==> src/logic/rsawr_pkg.sv <==
// constants for the reader status, wave shaping and wake-up register bank
// assumes a plain register port; two register spaces picked by a space bit
// Behaviour
// - regulator readback upper nibble: last adjust code
// - readback bit 0 shows current limit
// - rssi display: am high, pm low
// - peaks held until reception start or clear
// - gain cut display: am high, pm low
// - rx-only supply bit selects driver return
// - tx on/off shaping bit enables shaped switching
// - symmetry bit selects symmetrical shape
// - sink bit selects strong or weak sink
// - four-bit reference filter constant
// - status bit 7 channel, bit 6 field
// - status bit 5 tx, excluding auto avoidance
// - status bits 4..2 oscillator and receiver
// - status bits 1..0 detector modes
// - overshoot cells with two-bit drive level
// - shaped mode: cell bit picks supply
// - undershoot cells after modulation, same encoding
// - timer range bit and three-bit timeout
// - timeout is (code+1) times base
// - timeout interrupt on every expiry
// - amplitude measurement and wake interrupt
// - phase measurement and wake interrupt
package rsawr_pkg;
  localparam logic [5:0] ADDR_REG_READBACK = 6'h2C;
  localparam logic [5:0] ADDR_RSSI = 6'h2D;
  localparam logic [5:0] ADDR_GAIN = 6'h2E;
  localparam logic [5:0] ADDR_AUX = 6'h31;
  localparam logic [5:0] ADDR_WAKE = 6'h32;
  localparam logic [5:0] ADDR_SHAPE_ONE = 6'h2E;
  localparam logic [5:0] ADDR_SHAPE_TWO = 6'h2F;
  localparam logic [5:0] ADDR_OV_HIGH = 6'h30;
  localparam logic [5:0] ADDR_OV_LOW = 6'h31;
  localparam logic [5:0] ADDR_UN_HIGH = 6'h32;
  localparam logic [5:0] ADDR_UN_LOW = 6'h33;
  // address bit 6 selects space b
  localparam int SPACE_BIT = 6;
  localparam int ILIM_BIT = 0;
  localparam int CONT_BIT = 3;
  localparam int RXONLY_BIT = 1;
  localparam int TXONOFF_BIT = 0;
  localparam int SYM_BIT = 5;
  localparam int SINK_BIT = 4;
  localparam int RANGE_BIT = 7;
  localparam int WTO_BIT = 3;
  localparam int WAM_BIT = 2;
  localparam int WPH_BIT = 1;
  localparam logic [7:0] SHAPE_ONE_MASK = 8'h0B;
  localparam logic [7:0] SHAPE_TWO_MASK = 8'h3F;
  localparam logic [7:0] WAKE_MASK = 8'hFE;
  localparam logic [7:0] RESET_ZERO = 8'h00;
  localparam logic [1:0] LEVEL_DRIVE = 2'h0;
  localparam logic [1:0] LEVEL_AM = 2'h1;
  localparam logic [1:0] LEVEL_STOP = 2'h2;
  localparam int CLK_HZ = 125000000;
  localparam int BASE_LONG_MS = 100;
  localparam int BASE_SHORT_MS = 10;
  localparam int BASE_LONG_CYC = CLK_HZ / 1000 * BASE_LONG_MS;
  localparam int BASE_SHORT_CYC = CLK_HZ / 1000 * BASE_SHORT_MS;
  typedef enum logic [1:0] {
    RSAWR_IDLE = 2'b00,
    RSAWR_MEAS = 2'b01,
    RSAWR_EVAL = 2'b10
  } rsawr_state_t;
endpackage

==> src/logic/rsawr_regs.sv <==
// register bank: regulator, rssi, gain, shaping, status and wake-up timer
// assumes inputs synchronous to I_CLK; measurement engine is outside
//
// Implementation choice: the address-and-strobe port.
module rsawr_regs #(
  parameter int BASE_LONG_CYC = rsawr_pkg::BASE_LONG_CYC,
  parameter int BASE_SHORT_CYC = rsawr_pkg::BASE_SHORT_CYC
) (
  input wire logic I_CLK,
  input wire logic I_RST,
  input wire logic [6:0] I_ADDR,
  input wire logic [7:0] I_WDATA,
  input wire logic I_WR,
  input wire logic I_RD,
  output logic [7:0] O_RDATA,
  input wire logic I_ADJUST_DONE,
  input wire logic [3:0] I_ADJUST_CODE,
  input wire logic I_CURRENT_LIMIT,
  input wire logic [3:0] I_AMPLITUDE_LEVEL,
  input wire logic [3:0] I_PHASE_LEVEL,
  input wire logic I_RX_START,
  input wire logic I_CLEAR_RSSI,
  input wire logic [3:0] I_AMPLITUDE_GAIN_CUT,
  input wire logic [3:0] I_PHASE_GAIN_CUT,
  input wire logic I_RX_CHANNEL_PM,
  input wire logic I_FIELD_DETECTED,
  input wire logic I_TX_ACTIVE,
  input wire logic I_TX_AUTO_AVOID,
  input wire logic I_OSC_STABLE,
  input wire logic I_RX_ENABLED,
  input wire logic I_RX_RECEIVING,
  input wire logic I_PEER_DETECT,
  input wire logic I_COLLISION_AVOID_ACTIVE,
  input wire logic I_SHAPED_MODULATION_MODE,
  input wire logic I_MEAS_DONE,
  input wire logic [7:0] I_AMPLITUDE_RESULT,
  input wire logic [7:0] I_PHASE_RESULT,
  input wire logic [7:0] I_AMPLITUDE_REF,
  input wire logic [7:0] I_PHASE_REF,
  input wire logic [3:0] I_AMPLITUDE_DELTA,
  input wire logic [3:0] I_PHASE_DELTA,
  output logic O_REGULATOR_CONTINUOUS,
  output logic O_RX_ONLY_SUPPLY,
  output logic O_TXONOFF_SHAPING,
  output logic O_SHAPE_SYMMETRY,
  output logic O_STRONG_SINK,
  output logic [3:0] O_REFERENCE_FILTER_CONSTANT,
  output logic [13:0] O_OVERSHOOT_CELLS,
  output logic [1:0] O_OVERSHOOT_DRIVE_LEVEL,
  output logic [13:0] O_UNDERSHOOT_CELLS,
  output logic [1:0] O_UNDERSHOOT_DRIVE_LEVEL,
  output logic O_OVERSHOOT_AM_MASK_VALID,
  output logic O_MEASURE_AMPLITUDE,
  output logic O_MEASURE_PHASE,
  output logic O_IRQ_TIMEOUT,
  output logic O_IRQ_AMPLITUDE_WAKE,
  output logic O_IRQ_PHASE_WAKE
);

  ////////////////////////////////////////////////////////////////////////////
  // software registers

  logic [3:0] regulator_code;
  logic [3:0] amplitude_channel_peak;
  logic [3:0] phase_channel_peak;
  logic [7:0] shape_one;
  logic [7:0] shape_two;
  logic [7:0] ov_high;
  logic [7:0] ov_low;
  logic [7:0] un_high;
  logic [7:0] un_low;
  logic [7:0] wake_ctrl;
  logic space_b;
  logic [5:0] reg_addr;

  assign space_b = I_ADDR[rsawr_pkg::SPACE_BIT];
  assign reg_addr = I_ADDR[5:0];

  function automatic logic hit(input logic [5:0] a, input logic sp, input logic [5:0] o,
                               input logic want_b);
    hit = (a == o) && (sp == want_b);
  endfunction

  // only read-write space b and wake control are writable; displays ignore writes
  always_ff @(posedge I_CLK) begin
    if (I_RST) begin
      shape_one <= rsawr_pkg::RESET_ZERO;
      shape_two <= rsawr_pkg::RESET_ZERO;
      ov_high <= rsawr_pkg::RESET_ZERO;
      ov_low <= rsawr_pkg::RESET_ZERO;
      un_high <= rsawr_pkg::RESET_ZERO;
      un_low <= rsawr_pkg::RESET_ZERO;
      wake_ctrl <= rsawr_pkg::RESET_ZERO;
    end else if (I_WR) begin
      if (hit(reg_addr, space_b, rsawr_pkg::ADDR_SHAPE_ONE, 1'b1)) begin
        shape_one <= I_WDATA & rsawr_pkg::SHAPE_ONE_MASK;
      end
      if (hit(reg_addr, space_b, rsawr_pkg::ADDR_SHAPE_TWO, 1'b1)) begin
        shape_two <= I_WDATA & rsawr_pkg::SHAPE_TWO_MASK;
      end
      if (hit(reg_addr, space_b, rsawr_pkg::ADDR_OV_HIGH, 1'b1)) begin
        ov_high <= I_WDATA;
      end
      if (hit(reg_addr, space_b, rsawr_pkg::ADDR_OV_LOW, 1'b1)) begin
        ov_low <= I_WDATA;
      end
      if (hit(reg_addr, space_b, rsawr_pkg::ADDR_UN_HIGH, 1'b1)) begin
        un_high <= I_WDATA;
      end
      if (hit(reg_addr, space_b, rsawr_pkg::ADDR_UN_LOW, 1'b1)) begin
        un_low <= I_WDATA;
      end
      if (hit(reg_addr, space_b, rsawr_pkg::ADDR_WAKE, 1'b0)) begin
        wake_ctrl <= I_WDATA & rsawr_pkg::WAKE_MASK;
      end
    end
  end

  ////////////////////////////////////////////////////////////////////////////
  // captured display state

  always_ff @(posedge I_CLK) begin
    if (I_RST) begin
      regulator_code <= 4'h0;
    end else if (I_ADJUST_DONE) begin
      regulator_code <= I_ADJUST_CODE;
    end
  end

  // a new sample in the clearing cycle still counts: capture beats clear
  always_ff @(posedge I_CLK) begin
    if (I_RST) begin
      amplitude_channel_peak <= 4'h0;
      phase_channel_peak <= 4'h0;
    end else if (I_RX_START || I_CLEAR_RSSI) begin
      amplitude_channel_peak <= I_AMPLITUDE_LEVEL;
      phase_channel_peak <= I_PHASE_LEVEL;
    end else begin
      if (I_AMPLITUDE_LEVEL > amplitude_channel_peak) begin
        amplitude_channel_peak <= I_AMPLITUDE_LEVEL;
      end
      if (I_PHASE_LEVEL > phase_channel_peak) begin
        phase_channel_peak <= I_PHASE_LEVEL;
      end
    end
  end

  ////////////////////////////////////////////////////////////////////////////
  // read port

  logic [7:0] next_rdata;
  logic [7:0] aux_status;

  assign aux_status = {I_RX_CHANNEL_PM, I_FIELD_DETECTED,
                       I_TX_ACTIVE & ~I_TX_AUTO_AVOID,
                       I_OSC_STABLE, I_RX_ENABLED, I_RX_RECEIVING,
                       I_PEER_DETECT, I_COLLISION_AVOID_ACTIVE};

  always_comb begin
    next_rdata = 8'h00;
    if (!space_b) begin
      unique case (reg_addr)
        rsawr_pkg::ADDR_RSSI: next_rdata = {amplitude_channel_peak, phase_channel_peak};
        rsawr_pkg::ADDR_GAIN: next_rdata = {I_AMPLITUDE_GAIN_CUT, I_PHASE_GAIN_CUT};
        rsawr_pkg::ADDR_AUX: next_rdata = aux_status;
        rsawr_pkg::ADDR_WAKE: next_rdata = wake_ctrl;
        default: next_rdata = 8'h00;
      endcase
    end else begin
      unique case (reg_addr)
        rsawr_pkg::ADDR_REG_READBACK: next_rdata = {regulator_code, 3'h0, I_CURRENT_LIMIT};
        rsawr_pkg::ADDR_SHAPE_ONE: next_rdata = shape_one;
        rsawr_pkg::ADDR_SHAPE_TWO: next_rdata = shape_two;
        rsawr_pkg::ADDR_OV_HIGH: next_rdata = ov_high;
        rsawr_pkg::ADDR_OV_LOW: next_rdata = ov_low;
        rsawr_pkg::ADDR_UN_HIGH: next_rdata = un_high;
        rsawr_pkg::ADDR_UN_LOW: next_rdata = un_low;
        default: next_rdata = 8'h00;
      endcase
    end
  end

  // data stand only in the cycle after the strobe
  always_ff @(posedge I_CLK) begin
    if (I_RST) begin
      O_RDATA <= 8'h00;
    end else if (I_RD) begin
      O_RDATA <= next_rdata;
    end else begin
      O_RDATA <= 8'h00;
    end
  end

  ////////////////////////////////////////////////////////////////////////////
  // shaping and drive outputs

  logic shaped;
  assign shaped = I_SHAPED_MODULATION_MODE;

  // shaping settings drive nothing unless shaped mode is on
  always_ff @(posedge I_CLK) begin
    if (I_RST) begin
      O_REGULATOR_CONTINUOUS <= 1'b0;
      O_RX_ONLY_SUPPLY <= 1'b0;
      O_TXONOFF_SHAPING <= 1'b0;
      O_SHAPE_SYMMETRY <= 1'b0;
      O_STRONG_SINK <= 1'b0;
      O_REFERENCE_FILTER_CONSTANT <= 4'h0;
    end else begin
      O_REGULATOR_CONTINUOUS <= shaped & shape_one[rsawr_pkg::CONT_BIT];
      O_RX_ONLY_SUPPLY <= shaped & shape_one[rsawr_pkg::RXONLY_BIT];
      O_TXONOFF_SHAPING <= shaped & shape_one[rsawr_pkg::TXONOFF_BIT];
      O_SHAPE_SYMMETRY <= shaped & shape_two[rsawr_pkg::SYM_BIT];
      O_STRONG_SINK <= shaped & shape_two[rsawr_pkg::SINK_BIT];
      O_REFERENCE_FILTER_CONSTANT <= shaped ? shape_two[3:0] : 4'h0;
    end
  end

  // in shaped mode the level selects are forced to LEVEL_DRIVE; cell bit picks supply directly
  always_ff @(posedge I_CLK) begin
    if (I_RST) begin
      O_OVERSHOOT_CELLS <= 14'h0000;
      O_UNDERSHOOT_CELLS <= 14'h0000;
      O_OVERSHOOT_DRIVE_LEVEL <= rsawr_pkg::LEVEL_DRIVE;
      O_UNDERSHOOT_DRIVE_LEVEL <= rsawr_pkg::LEVEL_DRIVE;
      O_OVERSHOOT_AM_MASK_VALID <= 1'b0;
    end else begin
      O_OVERSHOOT_CELLS <= {ov_high[5:0], ov_low};
      O_UNDERSHOOT_CELLS <= {un_high[5:0], un_low};
      O_OVERSHOOT_DRIVE_LEVEL <= shaped ? rsawr_pkg::LEVEL_DRIVE : ov_high[7:6];
      O_UNDERSHOOT_DRIVE_LEVEL <= shaped ? rsawr_pkg::LEVEL_DRIVE : un_high[7:6];
      O_OVERSHOOT_AM_MASK_VALID <= shaped;
    end
  end

  ////////////////////////////////////////////////////////////////////////////
  // wake-up timer

  logic [31:0] base_cnt;
  logic [2:0] step_cnt;
  logic base_tick;
  logic expiry;
  logic [31:0] base_len;

  assign base_len = wake_ctrl[rsawr_pkg::RANGE_BIT] ? 32'(BASE_SHORT_CYC) :
                                                      32'(BASE_LONG_CYC);
  assign base_tick = (base_cnt >= base_len - 32'h1);
  assign expiry = base_tick && (step_cnt >= wake_ctrl[6:4]);

  always_ff @(posedge I_CLK) begin
    if (I_RST) begin
      base_cnt <= 32'h0;
      step_cnt <= 3'h0;
    end else if (base_tick) begin
      base_cnt <= 32'h0;
      step_cnt <= expiry ? 3'h0 : step_cnt + 3'h1;
    end else begin
      base_cnt <= base_cnt + 32'h1;
    end
  end

  function automatic logic over_delta(input logic [7:0] v, input logic [7:0] r,
                                      input logic [3:0] d);
    logic [7:0] diff;
    diff = (v > r) ? v - r : r - v;
    over_delta = diff > {4'h0, d};
  endfunction

  rsawr_pkg::rsawr_state_t state;
  logic want_amp;
  logic want_phase;

  always_ff @(posedge I_CLK) begin
    if (I_RST) begin
      state <= rsawr_pkg::RSAWR_IDLE;
      want_amp <= 1'b0;
      want_phase <= 1'b0;
    end else begin
      unique case (state)
        rsawr_pkg::RSAWR_IDLE: begin
          if (expiry && (wake_ctrl[rsawr_pkg::WAM_BIT] || wake_ctrl[rsawr_pkg::WPH_BIT])) begin
            want_amp <= wake_ctrl[rsawr_pkg::WAM_BIT];
            want_phase <= wake_ctrl[rsawr_pkg::WPH_BIT];
            state <= rsawr_pkg::RSAWR_MEAS;
          end
        end
        rsawr_pkg::RSAWR_MEAS: begin
          if (I_MEAS_DONE) begin
            state <= rsawr_pkg::RSAWR_EVAL;
          end
        end
        rsawr_pkg::RSAWR_EVAL: state <= rsawr_pkg::RSAWR_IDLE;
        default: state <= rsawr_pkg::RSAWR_IDLE;
      endcase
    end
  end

  always_ff @(posedge I_CLK) begin
    if (I_RST) begin
      O_MEASURE_AMPLITUDE <= 1'b0;
      O_MEASURE_PHASE <= 1'b0;
      O_IRQ_TIMEOUT <= 1'b0;
      O_IRQ_AMPLITUDE_WAKE <= 1'b0;
      O_IRQ_PHASE_WAKE <= 1'b0;
    end else begin
      O_MEASURE_AMPLITUDE <= expiry && wake_ctrl[rsawr_pkg::WAM_BIT] &&
                             state == rsawr_pkg::RSAWR_IDLE;
      O_MEASURE_PHASE <= expiry && wake_ctrl[rsawr_pkg::WPH_BIT] &&
                         state == rsawr_pkg::RSAWR_IDLE;
      O_IRQ_TIMEOUT <= expiry && wake_ctrl[rsawr_pkg::WTO_BIT];
      O_IRQ_AMPLITUDE_WAKE <= state == rsawr_pkg::RSAWR_EVAL && want_amp &&
          over_delta(I_AMPLITUDE_RESULT, I_AMPLITUDE_REF, I_AMPLITUDE_DELTA);
      O_IRQ_PHASE_WAKE <= state == rsawr_pkg::RSAWR_EVAL && want_phase &&
          over_delta(I_PHASE_RESULT, I_PHASE_REF, I_PHASE_DELTA);
    end
  end

endmodule // rsawr_regs

==> config.mk <==
export PLATFORM = sky130hd
export DESIGN_NAME = rsawr_regs
export DESIGN_NICKNAME = d
export VERILOG_FILES = /design/src/logic/rsawr_pkg.sv /design/src/logic/rsawr_regs.sv
export SDC_FILE = /design/constraint.sdc
export NUM_CORES = 1
export LEC_CHECK = 0
export BUFFER_PORTS_ARGS = -buffer_cell sky130_fd_sc_hd__buf_2
export CORE_MARGIN = 2
export CORE_UTILIZATION = 60
export DETAILED_ROUTE_END_ITERATION = 7
export PLACE_DENSITY = 0.91
export SYNTH_ARGS = -nofsm -noshare
export SYNTH_HDL_FRONTEND = slang
export SYNTH_SLANG_ARGS = --single-unit
==> constraint.sdc <==
create_clock -name I_CLK -period 5.5 [get_ports I_CLK]
set_input_delay 1.1 -clock I_CLK [delete_from_list [all_inputs] [get_ports I_CLK]]
set_output_delay 1.1 -clock I_CLK [all_outputs]
set_load 0.005 [all_outputs]
### Word level (Yosys, flattened, before mapping)

Index checks and enable logic that the tools add are counted.

* $add $sub $neg: 7
* $lt $le $gt $ge: 8
* multiplexer cells: 14
* reductions and logical operators: 36
* bitwise gates (word level): 10
* equality and inequality tests: 12

Operators with widths (number)
* $pmux 8 s7: 1
* $eq 6x6->1 const B: 8
* $add 32x1->32 const B: 1
* $ge 32x32->1: 1
* $pmux 8 s4: 1
* $sub 8x8->8: 4
* $sub 24x1->25 const B: 1
* $mux 24: 1
* $mux 8: 3
* $logic_and 1x1->1: 18
* $reduce_and 2->1: 9
* $gt 8x4->1: 2
* $gt 8x8->1: 2
* $mux 4: 4
* $gt 4x4->1: 2
* $reduce_or 2->1: 4
* $and 1x1->1: 6
* $mux 2: 2
* $ne 2x2->1 const B: 2
* $not 1->1: 4
* $pmux 2 s2: 1
* $reduce_bool 2->1: 2
* $add 3x1->3 const B: 1
* $ge 3x3->1: 1
* other kinds (5): 6

* output and inout bits: 55
* word-level logic and storage cells: 119
* register bits: 154
* input port bits: 94

### Longest topological paths before layout

* depth in word-level cells: 7
* gate-level depth with buffers: 14
* mapped depth without buffers: 14

### Worst setup path before layout

OpenSTA, ideal clock, no wires.

* path kind: input-to-reg
* start point: in I_PHASE_RESULT[0]
* end point: reg O_IRQ_PHASE_WAKE
* stages on the path: 13
* path buffers: 0
* data required time: 5371 ps
* slack: 2002 ps
* arrival time: 3369 ps
* library setup time: 129 ps
* cells stage by stage: inv_1 > ha_1 > inv_1 > fa_1 > a211oi_1 > o211ai_1 > nand2_1 > mux2_2 > ha_1 > a21oi_1 > o21ai_0 > a21oi_1 > a31oi_1

* word-level cells in the longest chain between the ends: 4
* elaborated cells on any way between the ends: 6
* classes of those cells: 2 x add/sub; 2 x order compare; 1 x mux; 1 x reduce/logical

RTL lines
* start: declaration: RTL line rsawr_regs.sv:37 `input wire logic [7:0] I_PHASE_RESULT,`
* $sub 8x8->8 or $gt 8x8->1 (tied branches): RTL line rsawr_regs.sv:265 `diff = (v > r) ? v - r : r - v;`
* $mux 8 (*): RTL line rsawr_regs.sv:265
* $gt 8x4->1 (*): RTL line rsawr_regs.sv:266 `over_delta = diff > {4'h0, d};`
* $logic_and 1x1->1 (*): RTL line rsawr_regs.sv:313 `O_IRQ_PHASE_WAKE <= state == rsawr_pkg::RSAWR_EVAL && want_phase &&`
* end signal: assignment: RTL line rsawr_regs.sv:313
* end: declaration: RTL line rsawr_regs.sv:57 `output logic O_IRQ_PHASE_WAKE`

Mark *: on every way between the ends. The rest lies on a longest branch, timed or not.
A chain may end at the register's enable or synchronous reset.

### Worst setup path in the final report

Same ends and word-level chain as after synthesis.

==> flow_summary.toml <==
[drt]
vias_per_cell = 5.706
drc = 0
wl_mm = 19.12
dr.pass1.iters = 5
ant_nets = 0
vias = 6739
wl_per_cell_um = 16.19
drt-initial-drc-count = 696

[sta]
maxSlewViolCount = 0
min_period_ns = 3.482
slew_headroom_pct = 15.43
period_share_pct = 63.31
clock.fmax_mhz = 287.2
clock_skew_ns = 0.008263
setup-tns-final_ns = 0
tightest_slew_ns = 1.264
grt_setup_unrepaired = "false"
hold_violations = 0
setup_viol = 0

[floorplanning]
die_h_um = 117.3
rows = 41
start_util_pct = 61.31
fp.dieArea_mm2 = 0.01377
io_pins = 149
dieWidth_um = 117.3
coreArea_mm2 = 0.01257

[worst_setup_path]
cp.arrival_ns = 3.77
r2r_start = "wake_ctrl[7]"
end_kind = "flop"
crit_path_start_kind = "primary input"
required_ns = 5.79
startpoint = "I_PHASE_RESULT[0]"
cp_max_fo = 8
ff2ff_path_depth = 8
path_class = "primary input to flop"

[run]
cap_violations = 0

[global_route]
antenna_found_initial = 0
grtUsageTotal_pct = 27.76
grt_pass1_wl_mm = 31.22
grt_overflow = 0
grt_pass1_vias = 6354
grt_max_degree = 67

[finish]
final_util_pct = 72.40
nets = 1159
drive_above_1_share_pct = 18.83
multi_input_area_mm2 = 0.004249
fillers = 927
syn2layout_area_growth_pct = 18.09
final-seq-area_mm2 = 0.003083
diodes = 0

[clock_network]
htree_levels = 4
clockBufferDepth = 2
cts.sinks = 154
post_cts_resized = 0
cts-root-buf = "clkbuf_16"
cts_tree = "built"
clk_latency_ns = 0.42
tritoncts.num_buffers = 17
postCtsSetupRepairBufs = 0
hold_buffers = 0
clk_pin_slew_worst_paths_ns = 0.07

[worst_hold_path]
hold_start = "want_amp"
hold_depth = 2
worstHoldPathType = "flop to flop"

[yosys]
ys_ff_latch = 154
syn_area_mm2 = 0.007706
synthCells = 861
yosysUniqueCellTypes = 58
synth_area_per_cell_um2 = 8.950
synth_flop_cell = "dfxtp_1"
yosys_warnings = 0
synth_edf_count = 0
ys_seq_area_share_pct = 40.01
async_reset_ff_share_pct = 0

[place]
place_congestion = 0.9636
dpl.hpwl_mm = 13.82
port_buffers = 148

[run_status]
status = "finished clean"

[pwr]
power_density_mw_per_mm2 = 281.8
p_total_uw = 2564
ir_drop_uv = 200.7
p_leak_uw = 0.004239
[power breakdown]
part	total, µW	internal [µW]	switching, µW
clock	1150	641	504
sequential	1130	1130	6.44
combinational	287	123	163
[per-stage QoR]
stage	cell area, µm²	std cells	setup WS (ns)	hold WS, ns
after floorplan	7729	867	2.002	0.4125
after global placement	8521	1150	1.718	0.4263
after detailed placement	8521	1150	1.623	0.4263
after CTS	9100	1181	2.057	0.4354
after global routing	9100	1181	1.825	0.4516
final	9100	1181	2.018	0.4335
[state kept, by name, indices dropped and copies added (netlist names), 6 cells and up]
name and count:
un_low 8, shape_two 6, ov_low 8, O_RDATA 8, base_cnt 32, wake_ctrl 7, O_OVERSHOOT_CELLS 14, un_high 8
ov_high 8, O_UNDERSHOOT_CELLS 14
[critical path, stage by stage]
cell	delay, ns
buf_2	0.11
inv_1	0.05
ha_1	0.15
inv_1	0.05
fa_1	0.40
a211oi_1	0.30
o211ai_1	0.14
nand2_1	0.30
mux2i_1	0.29
xnor2_1	0.14
ha_1	0.27
a21oi_1	0.14
o21ai_0	0.09
a21oi_1	0.13
a31oi_1	0.11
[cell type report]
class	instances	share of cell area [%]
clock buffers	17	4.675
clock inverters	14	1.691
inverters	60	2.475
multi-input cells	615	46.69
flip-flops and latches	154	33.88
well taps	172	2.365
repair buffers	149	8.222
[cells in the mapped netlist, types with 3 or more instances]
| cell type | n | share of area [%] |
|---|---|---|
| dfxtp_1 | 154 | 40 |
| nor2_1 | 91 | 4.4 |
| nand2_1 | 66 | 3.2 |
| ha_1 | 64 | 10 |
| a21oi_1 | 60 | 3.9 |
| inv_1 | 60 | 2.9 |
| mux2i_1 | 54 | 7.0 |
| nor2b_1 | 32 | 2.6 |
| clkbuf_1 | 22 | 1.1 |
| a22oi_1 | 17 | 1.7 |
| a21o_1 | 15 | 1.5 |
| and2_1 | 15 | 1.2 |
| and3_1 | 15 | 1.2 |
| nand3_1 | 15 | 0.97 |
| o21ai_0 | 15 | 0.97 |
| xnor2_1 | 15 | 1.7 |
| xor2_1 | 15 | 1.7 |
| a31oi_1 | 12 | 0.97 |
| buf_2 | 11 | 0.71 |
| nand2b_1 | 11 | 0.89 |
| nand4_1 | 11 | 0.89 |
| a211oi_1 | 8 | 0.78 |
| a221o_1 | 6 | 0.78 |
| a22o_1 | 6 | 0.68 |
| nor3_1 | 6 | 0.39 |
| nand3b_1 | 5 | 0.49 |
| a222oi_1 | 4 | 0.52 |
| fa_1 | 4 | 1.0 |
| or3_1 | 4 | 0.32 |
| buf_1 | 3 | 0.15 |
| mux2_2 | 3 | 0.44 |
| nor3b_1 | 3 | 0.29 |
| nor4_1 | 3 | 0.24 |
| o211ai_1 | 3 | 0.29 |
| o21ai_1 | 3 | 0.19 |
[placed cells by master (no fill, tap or decap), types with 8 or more instances in the layout]
cell	Yosys	routed
mux2i_1	54	54
a211oi_1	8	8
nand2b_1	11	11
nor2_1	91	91
clkbuf_16	0	17
a21o_1	15	15
and2_1	15	15
nand2_1	66	66
nor2b_1	32	32
dfxtp_1	154	154
inv_1	60	60
xnor2_1	15	15
xor2_1	15	15
nand4_1	11	11
a21oi_1	60	60
nand3_1	15	15
and3_1	15	15
o21ai_0	15	15
a31oi_1	12	12
ha_1	64	64
a22oi_1	17	17
buf_2	11	148
[path summary, 6_finish.rpt]
check | slack, ns | endpoint
worst min register to register | 0.43 | O_IRQ_AMPLITUDE_WAKE
worst max register to register | 2.18 | base_cnt[17]
worst min-delay path | 0.43 | O_IRQ_AMPLITUDE_WAKE
worst max-delay path | 2.02 | O_IRQ_PHASE_WAKE
[per-layer routing]
| layer | GRT usage, % | part of all wire (%) | vias up |
|---|---|---|---|
| met5 | 0 | 0 | - |
| met4 | 9.413 | 2.8 | 0 |
| met3 | 7.490 | 8.8 | 65 |
| met2 | 46.24 | 47 | 309 |
| met1 | 34.86 | 41 | 3123 |
| li1 | - | - | 3242 |
[kinds of logic (layout without fill, tap and decap cells)]
kind of cell / count (synthesis) / in the layout / share of synthesized area (%)
and+or+nand+nor: 287 / 287 / 18.36
AOI/OAI and AO/OA: 166 / 166 / 14.14
DFF: 154 / 154 / 40.01
buffers and inverters: 98 / 240 / 5.147
adders and majority gates: 68 / 68 / 11.43
muxes: 57 / 57 / 7.452
xor gates and xnor gates: 30 / 30 / 3.410
other: 1 / 7 / 0.04866
No activity file was read; power rests on OpenSTA's default activity.
